## config.mk

```make
export PLATFORM = sky130hd
export DESIGN_NAME = icm_channel
export DESIGN_NICKNAME = d
export VERILOG_FILES = /design/src/hw/icm_pkg.sv /design/src/hw/icm_channel.sv
export SDC_FILE = /design/constraint.sdc
export NUM_CORES = 1
export LEC_CHECK = 0
export ABC_AREA = 0
export BUFFER_PORTS_ARGS = -buffer_cell sky130_fd_sc_hd__buf_2
export CORE_ASPECT_RATIO = 2
export CORE_MARGIN = 4
export CORE_UTILIZATION = 30
export CTS_CLUSTER_DIAMETER = 30
export DETAILED_ROUTE_END_ITERATION = 7
export SLEW_MARGIN = 20
export SYNTH_ARGS = -nofsm -noshare
export SYNTH_HDL_FRONTEND = slang
export SYNTH_SLANG_ARGS = --single-unit
```

## constraint.sdc

```tcl
create_clock -name clk_sys -period 2.1 [get_ports clk_sys]
set_input_delay 0.105 -clock clk_sys [delete_from_list [all_inputs] [get_ports clk_sys]]
set_output_delay 0.105 -clock clk_sys [all_outputs]
set_load 0.005 [all_outputs]
```

## src/hw/icm_pkg.sv

```systemverilog
package icm_pkg;
	// Counting modes as held by the channel
	localparam logic [2:0] MODE_TERM = 3'h0;
	localparam logic [2:0] MODE_ONESHOT = 3'h1;
	localparam logic [2:0] MODE_RATE = 3'h2;
	localparam logic [2:0] MODE_SQUARE = 3'h3;
	localparam logic [2:0] MODE_SWSTROBE = 3'h4;
	localparam logic [2:0] MODE_HWSTROBE = 3'h5;
	// Byte access settings
	localparam logic [1:0] BYTES_LSB = 2'h1;
	localparam logic [1:0] BYTES_MSB = 2'h2;
	localparam logic [1:0] BYTES_BOTH = 2'h3;
	// Reset values and count constants
	localparam logic [15:0] COUNT_RESET = 16'h0000;
	localparam logic [15:0] EVEN_MASK = 16'hFFFE;
	localparam logic [15:0] COUNT_ONE = 16'h0001;
	localparam logic [15:0] COUNT_TWO = 16'h0002;
	localparam logic [15:0] COUNT_ZERO = 16'h0000;
	localparam logic [3:0] BCD_NINE = 4'h9;
	localparam logic OUT_RESET = 1'b1;
	// System clock period in ns
	localparam int CLK_PERIOD_NS = 25;
endpackage : icm_pkg

```

## src/hw/icm_channel.sv

```systemverilog
`timescale 1ns/1ps
`default_nettype none
// Notes on behaviour
// Mode 0 output low from control word until zero, then high until rewritten.
// Gate high enables, low suspends counting in modes 0,2,3,4; no output effect 0,4.
// Mode 0 count loads undecremented on next pulse; output rises N+1 pulses later.
// Mode 0 first byte of two forces output low at once; counting continues only after wrap.
// Mode 0 low byte before wrap halts counter; after wrap counting continues.
// Mode 0 count written with gate low still loads on next pulse.
// Mode 1 output high, low pulse after trigger until zero, high again.
// Mode 1 each trigger reloads count next pulse, giving N-cycle low pulse.
// Mode 1 new count affects pulse only after the next trigger.
// Mode 2 loads next pulse, output low one pulse at count 1, reloads.
// Modes 2,3 gate low while output low sets output high at once.
// Modes 2,3 trigger reloads count on next pulse, restarting period.
// Mode 2 new count waits for trigger or end of current cycle.
// Host never programs 1 in modes 2,3; zero means full range.
// Mode 3 square wave of period N, high first half.
// Mode 3 even count loads then steps by two, toggles and reloads.
// Mode 3 odd count loads N-1, high (N+1)/2 and low (N-1)/2 pulses.
// Mode 3 new count takes effect at half-cycle end or after trigger.
// Mode 4 count write loads next pulse, one-pulse low strobe after N+1.
// Mode 4 first byte leaves counting alone; second byte reloads next pulse.
// Mode 5 trigger loads next pulse, strobe N+1 pulses after each trigger.
// Mode 5 new count used only after a later trigger.
// Gate sampled on counter clock rise; trigger flag caught and cleared there.
// Loads and decrements happen on counter clock fall.
// Modes 0,1,4,5 wrap past zero; modes 2,3 reload.
// Control word write resets channel logic and sets output initial level.
// Control logic supplies mode, BCD choice, byte access and byte strobes.
module icm_channel
	import icm_pkg::*;
(
	input wire logic clk_sys,
	input wire logic reset_n,
	input wire logic clk_en,
	input wire logic ctr_clk,
	input wire logic gate,
	input wire logic ctrl_wr,
	input wire logic [2:0] mode_in,
	input wire logic bcd_in,
	input wire logic [1:0] bytes_in,
	input wire logic lsb_wr,
	input wire logic msb_wr,
	input wire logic [7:0] wr_data,
	output logic timer_out,
	output logic [15:0] count_value,
	output logic null_count
);
	import icm_pkg::*;

	logic rst_meta;
	logic rst_n;
	logic ctr_q;
	logic gate_q;
	logic gate_s;
	logic trig_ff;
	logic trig_s;
	logic [2:0] cnt_mode;
	logic bcd_sel;
	logic [1:0] bytes_sel;
	logic [15:0] count_holding_register;
	logic lsb_pending;
	logic have_count;
	logic [15:0] ce;
	logic load_pending;
	logic counting;
	logic halt;
	logic wrapped;
	logic fired;
	logic odd_wait;
	logic rise_ev;
	logic fall_ev;
	logic count_done;
	logic gate_rise;

	// Decrement by one, binary or BCD; zero wraps to the top of the range
	function automatic logic [15:0] icm_dec(input logic [15:0] v, input logic bcd);
		logic [15:0] r;
		logic borrow;
		r = v;
		borrow = 1'b1;
		if (!bcd)
			r = v - COUNT_ONE;
		else
			for (int i = 0; i < 4; i++)
			begin
				if (borrow)
				begin
					if (v[4*i +: 4] == 4'h0)
						r[4*i +: 4] = BCD_NINE;
					else
					begin
						r[4*i +: 4] = v[4*i +: 4] - 4'h1;
						borrow = 1'b0;
					end
				end
			end
		return r;
	endfunction : icm_dec

	// Reset release through two flops, so release is clean against clk_sys
	always_ff @(posedge clk_sys or negedge reset_n)
	begin
		if (!reset_n)
		begin
			rst_meta <= 1'b0;
			rst_n <= 1'b0;
		end
		else
		begin
			rst_meta <= 1'b1;
			rst_n <= rst_meta;
		end
	end

	// Counter clock and gate are synchronous inputs; edges found by comparison
	assign rise_ev = ctr_clk & ~ctr_q;
	assign fall_ev = ~ctr_clk & ctr_q;
	assign gate_rise = gate & ~gate_q;
	assign count_done = (bytes_sel == BYTES_LSB && lsb_wr) ||
		(bytes_sel == BYTES_MSB && msb_wr) ||
		(bytes_sel == BYTES_BOTH && msb_wr && lsb_pending);

	// Edge trackers and gate sampling on the counter clock rise
	always_ff @(posedge clk_sys or negedge rst_n)
	begin
		if (!rst_n)
		begin
			ctr_q <= 1'b0;
			gate_q <= 1'b0;
			gate_s <= 1'b0;
			trig_ff <= 1'b0;
			trig_s <= 1'b0;
		end
		else if (clk_en)
		begin
			ctr_q <= ctr_clk;
			gate_q <= gate;
			if (rise_ev)
			begin
				gate_s <= gate;
				trig_s <= trig_ff;
				trig_ff <= 1'b0;
			end
			// A gate edge in the sampling cycle wins over the clear
			if (gate_rise)
				trig_ff <= 1'b1;
			if (ctrl_wr)
				trig_ff <= 1'b0;
		end
	end

	// Control word and count byte capture
	always_ff @(posedge clk_sys or negedge rst_n)
	begin
		if (!rst_n)
		begin
			cnt_mode <= MODE_TERM;
			bcd_sel <= 1'b0;
			bytes_sel <= BYTES_LSB;
			count_holding_register <= COUNT_RESET;
			lsb_pending <= 1'b0;
			have_count <= 1'b0;
		end
		else if (clk_en)
		begin
			if (ctrl_wr)
			begin
				// Codes 6 and 7 alias the periodic modes
				cnt_mode <= (mode_in[2:1] == 2'b11) ? {1'b0, mode_in[1:0]} : mode_in;
				bcd_sel <= bcd_in;
				bytes_sel <= bytes_in;
				lsb_pending <= 1'b0;
				have_count <= 1'b0;
			end
			else
			begin
				if (lsb_wr)
				begin
					count_holding_register[7:0] <= wr_data;
					if (bytes_sel == BYTES_LSB)
						count_holding_register[15:8] <= 8'h00;
					lsb_pending <= (bytes_sel == BYTES_BOTH);
				end
				if (msb_wr)
				begin
					count_holding_register[15:8] <= wr_data;
					if (bytes_sel == BYTES_MSB)
						count_holding_register[7:0] <= 8'h00;
					lsb_pending <= 1'b0;
				end
				if (count_done)
					have_count <= 1'b1;
			end
		end
	end

	// Counting element and output; every load and step waits for a fall
	always_ff @(posedge clk_sys or negedge rst_n)
	begin
		if (!rst_n)
		begin
			ce <= COUNT_RESET;
			timer_out <= OUT_RESET;
			load_pending <= 1'b0;
			counting <= 1'b0;
			halt <= 1'b0;
			wrapped <= 1'b0;
			fired <= 1'b0;
			odd_wait <= 1'b0;
		end
		else if (clk_en)
		begin
			if (ctrl_wr)
			begin
				timer_out <= (mode_in == MODE_TERM) ? 1'b0 : 1'b1;
				load_pending <= 1'b0;
				counting <= 1'b0;
				halt <= 1'b0;
				wrapped <= 1'b0;
				fired <= 1'b0;
				odd_wait <= 1'b0;
			end
			else
			begin
				if (fall_ev)
				begin
					unique case (cnt_mode)
						MODE_TERM:
						begin
							if (load_pending)
							begin
								ce <= count_holding_register;
								load_pending <= 1'b0;
								counting <= 1'b1;
								halt <= 1'b0;
								wrapped <= 1'b0;
							end
							else if (counting && gate_s && !halt)
							begin
								ce <= icm_dec(ce, bcd_sel);
								if (ce == COUNT_ZERO)
									wrapped <= 1'b1;
								if (ce == COUNT_ONE)
									timer_out <= 1'b1;
							end
						end
						MODE_ONESHOT:
						begin
							if (trig_s && have_count)
							begin
								ce <= count_holding_register;
								timer_out <= 1'b0;
								counting <= 1'b1;
								load_pending <= 1'b0;
							end
							else if (counting)
							begin
								ce <= icm_dec(ce, bcd_sel);
								if (ce == COUNT_ONE)
									timer_out <= 1'b1;
							end
						end
						MODE_RATE:
						begin
							if ((trig_s && have_count) || (load_pending && !counting))
							begin
								ce <= count_holding_register;
								timer_out <= 1'b1;
								counting <= 1'b1;
								load_pending <= 1'b0;
							end
							else if (counting && gate_s)
							begin
								if (ce == COUNT_ONE)
								begin
									ce <= count_holding_register;
									timer_out <= 1'b1;
									load_pending <= 1'b0;
								end
								else
								begin
									ce <= icm_dec(ce, bcd_sel);
									if (ce == COUNT_TWO)
										timer_out <= 1'b0;
								end
							end
						end
						MODE_SQUARE:
						begin
							if ((trig_s && have_count) || (load_pending && !counting))
							begin
								ce <= count_holding_register & EVEN_MASK;
								timer_out <= 1'b1;
								counting <= 1'b1;
								load_pending <= 1'b0;
								odd_wait <= 1'b0;
							end
							else if (counting && gate_s)
							begin
								if (odd_wait || ce == COUNT_TWO)
								begin
									// Odd counts hold high one extra pulse after expiry
									if (timer_out && count_holding_register[0] && !odd_wait)
										odd_wait <= 1'b1;
									else
									begin
										timer_out <= ~timer_out;
										ce <= count_holding_register & EVEN_MASK;
										odd_wait <= 1'b0;
										load_pending <= 1'b0;
									end
								end
								else
									ce <= icm_dec(icm_dec(ce, bcd_sel), bcd_sel);
							end
						end
						MODE_SWSTROBE:
						begin
							if (load_pending)
							begin
								ce <= count_holding_register;
								load_pending <= 1'b0;
								counting <= 1'b1;
								fired <= 1'b0;
								timer_out <= 1'b1;
							end
							else
							begin
								if (!timer_out)
									timer_out <= 1'b1;
								if (counting && gate_s)
								begin
									ce <= icm_dec(ce, bcd_sel);
									if (ce == COUNT_ONE && !fired)
									begin
										timer_out <= 1'b0;
										fired <= 1'b1;
									end
								end
							end
						end
						MODE_HWSTROBE:
						begin
							if (trig_s && have_count)
							begin
								ce <= count_holding_register;
								load_pending <= 1'b0;
								counting <= 1'b1;
								fired <= 1'b0;
								timer_out <= 1'b1;
							end
							else
							begin
								if (!timer_out)
									timer_out <= 1'b1;
								if (counting)
								begin
									ce <= icm_dec(ce, bcd_sel);
									if (ce == COUNT_ONE && !fired)
									begin
										timer_out <= 1'b0;
										fired <= 1'b1;
									end
								end
							end
						end
						default:
						begin
							counting <= 1'b0;
						end
					endcase
				end
				// Byte writes come after the fall so a new count is never lost
				if (count_done)
					load_pending <= 1'b1;
				if (cnt_mode == MODE_TERM && (lsb_wr || msb_wr))
					timer_out <= 1'b0;
				if (cnt_mode == MODE_TERM && lsb_wr && bytes_sel == BYTES_BOTH && counting &&
					!wrapped)
					halt <= 1'b1;
				// Gate low ends a low phase at once in periodic modes
				if ((cnt_mode == MODE_RATE || cnt_mode == MODE_SQUARE) && !gate)
					timer_out <= 1'b1;
			end
		end
	end

	assign count_value = ce;
	assign null_count = load_pending;
endmodule : icm_channel
`default_nettype wire

```

# Word level (Yosys, flattened, before mapping)
# Index checks and enable logic that the tools add are counted.
[word_totals]
ff_bits = 54
inputBits = 22
out_inout_bits = 18
word_cells = 486
[op_classes]
addsub = 10
eq_ne = 52
n_mux = 309
bitwise_logic = 8
n_reduce_logical = 82
[op_table]
columns = ["operator", "count"]
rows = [
  ["two-way mux 16 bit", 31],
  ["two-way mux 1 bit", 241],
  ["two-way mux 4 bit", 29],
  ["case mux 16 bit (6 select lines)", 1],
  ["inequality test 4 bit (second input constant)", 15],
  ["AND reduction 16 bit", 3],
  ["inequality test 5 bit (second input constant)", 8],
  ["nonzero test 3 bit", 11],
  ["logical NOT 4 bit", 8],
  ["subtractor 16 x 1 -> 16 bit (second input constant)", 2],
  ["subtractor 4 x 1 -> 4 bit (second input constant)", 8],
  ["inequality test 6 x 5 -> 1 bit (second input constant)", 4],
  ["AND reduction 11 bit", 2],
  ["AND reduction 5 bit", 4],
  ["inequality test 3 bit (second input constant)", 6],
  ["logical AND 1 bit", 17],
  ["equality test 16 x 1 -> 1 bit (second input constant)", 1],
  ["equality test 16 x 2 -> 1 bit (second input constant)", 1],
  ["logical NOT 16 bit", 1],
  ["two-way mux 8 bit", 2],
  ["AND reduction 2 bit", 6],
  ["nonzero test 2 bit", 6],
  ["nonzero test 6 bit", 2],
  ["inequality test 5 x 3 -> 1 bit (second input constant)", 2],
  ["24 further kinds", 50],
]

# Logic depth before layout (Yosys ltp)
[logic_depth]
word_depth = 71
depth_mapped = 17
depth_no_buf = 16

# Worst setup path after synthesis
# Ideal clock, no wire load.
[synth_path]
path_kind = "reg2reg"
startpoint = "reg ce[0] (netlist: count_value[0])"
endpoint = "reg ce[14] (netlist: count_value[14])"
setup_ns = 0.121
t_arrival_ns = 3.144
t_required_ns = 1.979
setup_slack_ns = -1.165
path_stages_with_launch = 16
n_path_buf = 2
period_less_slack_ns = 3.265
path_cell_list = "dfrtp_1 -> clkbuf_1 -> inv_1 -> ha_1 -> and2_1 -> a21o_1 -> ha_1 -> and4b_1 -> a31oi_1 -> nor4_2 -> and4_1 -> buf_4 -> and4_1 -> nor2_1 -> o221ai_1 -> a22o_1"
[synth_via]
elab_chain_len = 45
word_cells_on_any_way = 221
cone_classes = "add/sub (4); eq/ne (8); mux (202); reduce/logical (7)"
[synth_lines]
columns = ["item", "line", "text"]
rows = [
  ["start, declared", "icm_channel.sv:65", "logic [15:0] ce;"],
  ["start signal, assigned", "icm_channel.sv:234", "ce <= count_holding_register;"],
  ["start signal, assigned", "icm_channel.sv:242", "ce <= icm_dec(ce, bcd_sel);"],
  ["start signal, assigned", "icm_channel.sv:253", "ce <= count_holding_register;"],
  ["branches (longest 45 deep; another with subtractor 16 x 1 -> 16 bit)", "-", ""],
]
# Several ways; the timed one is not identified. The select of a mux whose other input is x is not followed.
# A chain may end at the register's enable or synchronous reset.

# Worst setup path after layout
[layout_path]
startpoint = "reg ce[1] (netlist: count_value[1])"
endpoint = "reg ce[12] (netlist: count_value[12])"
# Same word-level chain as after synthesis.

==> impl_metrics.py <==
metrics = {
    "route": {
        "wl_met1_um": 6450,
        "num_vias": 5688,
        "wl_per_cell_um": 19.7,
        "via_per_inst": 5.57,
        "top_layer_used": "met4",
        "remaining_drc_errors": 0,
        "drtIter0Drc": 271,
        "wirelength_um": 20100,
        "wl_met3_um": 765,
        "wl_met2_um": 10900,
        "antenna_left": 0,
        "first_pass_iters": 5,
    },
    "grt": {
        "grt_pass1_wl_um": 31200,
        "grt_remaining_overflow": 0,
        "grt_usage": 0.231,
        "antenna_found_initial": 0,
        "first_global_vias": 5954,
        "grt_max_degree": 37,
    },
    "finish": {
        "fillers": 1451,
        "syn2layout_area_growth_pct": 63.6,
        "stdcell_area_mm2": 0.00755,
        "nNetsFinal": 854,
        "seqCellArea_mm2": 0.00136,
        "drive_gt1_frac": 0.504,
        "multi_input_area_mm2": 0.00359,
        "antennaDiodeCount": 0,
    },
    "synthesis": {
        "synth_cell_types": 88,
        "synth_top_area_cell": "dfrtp_1",
        "synth_seq_area_share": 0.293,
        "synth_edf_count": 0,
        "synth_nets": 612,
        "syn_area_per_cell_um2": 7.92,
        "synth_top_area_frac": 0.282,
        "synth_area_leaders": "dfrtp_1 (28%), nand2_1 (5.1%), a21oi_1 (4.6%), o21ai_0 (4.3%), nor2_1 (3.6%)",
        "yosys_most_used_dff": "dfrtp_1",
        "syn_area_mm2": 0.00462,
        "synthCells": 583,
        "ys_ff_latch": 54,
        "yosys_warnings": 0,
        "async_reset_ff_frac": 1.00,
    },
    "outcome": {
        "status": "complete, but fails checks",
        "violations": "negative setup slack",
    },
    "sta": {
        "period_share": 1.39,
        "setup_ws_ns": -0.822,
        "skew_ns": 0.00461,
        "max-slew-margin-rel": 0.608,
        "period_needed_ns": 2.92,
        "setup_viol": 19,
        "slew_viol_final": 0,
        "max_freq_mhz": 342,
        "holdWs_ns": 0.0393,
        "tightest_slew_ns": 0.587,
        "rsz0062_at_grt": "true",
        "final-hold-violation-count": 0,
    },
    "clock_network": {
        "path_clk_slew_ns": 0.07,
        "ctsHtreeMaxLevel": 2,
        "cts-root-buf": "clkbuf_16",
        "cts_tree": "built",
        "cts_made_buffers": 5,
        "numClockSinks": 54,
        "clock_path_buffers": 2,
        "clock_latency_ns": 0.30,
    },
    "pwr": {
        "internal-power_mw": 5.46,
        "seqPwrFrac": 0.164,
        "switching_share": 0.447,
        "p_leak_nw": 3.31,
        "p_sw_mw": 4.42,
        "p_total_mw": 9.87,
        "power_frac_comb": 0.748,
        "clock_power_share": 0.089,
        "power_density_mw_per_mm2": 1310,
        "peakVddDrop_mv": 0.786,
    },
    "floorplanning": {
        "die_h_um": 183,
        "ios": 40,
        "die_w_um": 95.7,
        "rows": 63,
        "start_util": 0.308,
        "core_mm2": 0.0150,
        "die_area_mm2": 0.0176,
    },
    "hold_path": {
        "hp-class": "in -> reg",
    },
    "placement": {
        "place_area_mm2": 0.00650,
        "port_buffers": 39,
        "place.gp.congestion": 0.975,
        "place_hpwl_um": 15700,
    },
    "critical_path": {
        "cp_max_fo": 6,
        "arrival_ns": 3.14,
        "reg2reg_slack_ns": -0.82,
        "cp.required_ns": 2.32,
        "crit_path_start_kind": "register",
        "crit_path_end_kind": "register",
        "crit_type": "reg -> reg",
    },
    "flow_run": {
        "maxCapViolCount": 0,
    },
}
-- kinds of logic (layout without fill, tap and decap cells) --
family	Yosys count	after routing	synth area share
AOI/OAI and AO/OA	202	202	0.293
xor gates and xnor gates	18	18	0.0358
adders and majority gates	7	7	0.0190
buffers and inverters	69	312	0.0677
DFF	54	54	0.293
muxes	18	18	0.0431
other	1	1	0.000812
and+or+nand+nor	214	214	0.247
-- synth_stat cells (6+ instances only) --
cell      number
ha_1           7
buf_2         13
o21ai_1       12
nor3_1        25
a22o_1        11
mux2_2        11
a21oi_1       42
nor4_1         6
a31oi_1       10
o21ai_0       40
nand2_1       63
nor2_1        44
a221oi_1       7
dfrtp_1       52
mux2i_1        6
o22ai_1       10
nand2b_1       9
and2_1         7
xnor2_1       17
clkbuf_1      22
nand3_1       20
a211oi_1       7
inv_1         26
-- power by group through the flow --
stage	registers (mW)	clock network [mW]	logic [mW]
4_1_cts	1.60	0.895	6.56
2_1_floorplan	1.54	0	3.12
6_report	1.61	0.875	7.38
3_3_place_gp	1.60	0	5.76
3_5_place_dp	1.61	0	5.83
5_1_grt	1.65	0.933	7.83
-- final timing paths --
| path | from | endpoint | cells after the start |
|---|---|---|---|
| worst max register to register | count_value[1]$_DFFE_PN0P_ | count_value[12]$_DFFE_PN0P_ | 14 |
| max in group asynchronous | rst_n$_DFF_PN0_ | timer_out$_DFFE_PN1P_ | 1 |
| min in group asynchronous | reset_n | rst_n$_DFF_PN0_ | 2 |
| worst min register to register | rst_n$_DFF_PN0_ | count_holding_register[5]$_DFFE_PN0P_ | 0 |
| worst max-delay path | count_value[1]$_DFFE_PN0P_ | count_value[12]$_DFFE_PN0P_ | 14 |
| worst min-delay path | bytes_in[0] | bytes_sel[0]$_DFFE_PN1P_ | 2 |
-- layout by cell type, fill, tap and decap left out, drive strengths merged, types with 3 or more instances in the layout --
master   Yosys  final
nand2b       9      9
a21boi       4      4
and2         7      7
nor4        10     10
nand2       63     63
o22ai       10     10
nor2b        5      5
nor2        46     46
or4          3      3
xnor2       18     18
a31o         3      3
a211oi       8      8
dfrtp       52     52
a31oi       10     10
o211ai       5      5
o221ai       4      4
inv         26     27
o21ai       53     53
a21oi       43     43
ha           7      7
a21o         5      5
o21a         5      5
a22o        11     11
a2bb2oi      3      3
buf         19    275
a221oi       7      7
nand3       20     20
clkbuf      22      7
nor3        28     28
a22oi        3      3
mux2        12     12
nand4        6      6
nor4b        3      3
mux2i        6      6
-- final cells by class --
| class | instances | share of cell area |
|---|---|---|
| Timing Repair Buffer | 276 | 0.278 |
| Inverter | 28 | 0.0142 |
| Clock buffer | 7 | 0.0189 |
| Multi-Input combinational cell | 460 | 0.475 |
| Tap cell | 195 | 0.0323 |
| Sequential cell | 54 | 0.180 |
| Clock inverter | 1 | 0.00116 |
-- registers in the layout, summed over array words and instances (netlist names), 2 cells and up --
| name | cells |
|---|---|
| count_holding_register | 16 |
| cnt_mode | 3 |
| bytes_sel | 2 |
| count_value | 16 |
-- routing by layer --
metal	vias up	track usage
li1	2652	-
met1	2722	0.223
met2	213	0.421
met3	101	0.0197
met4	0	0.201
met5	-	0
-- metrics by stage --
stage | setup TNS (ns) | utilization | cells | worst slack [ns]
CTS | -11.14 | 0.480 | 1007 | -0.809
global route | -13.85 | 0.504 | 1021 | -0.967
finish | -11.50 | 0.504 | 1021 | -0.822
detailed placement | -15.03 | 0.434 | 974 | -0.998
global placement | -15.04 | 0.434 | 974 | -1.01
floorplan | -9.04 | - | 583 | -0.844
-- worst max-delay path, stage by stage, from the launching register on --
cell and delay [ns]:
dfrtp_2 0.44, inv_2 0.08, ha_4 0.15, buf_6 0.10
nor3b_4 0.24, buf_12 0.17, nand4_1 0.15, mux2_4 0.37
buf_6 0.13, nor3_2 0.15, buf_4 0.17, nand4_1 0.20
xnor2_1 0.19, o22a_1 0.18, a22oi_1 0.13
-- what timing repair did --
item                       4_1_cts  5_1_grt
hold buffers                     1        0
hold endpoints to repair         2        0
gates resized for setup         86       56
pin swaps                       46       39
setup endpoints to repair       20       19
buffers inserted                25       16
Note: power is estimated with default switching activity, not from simulation.
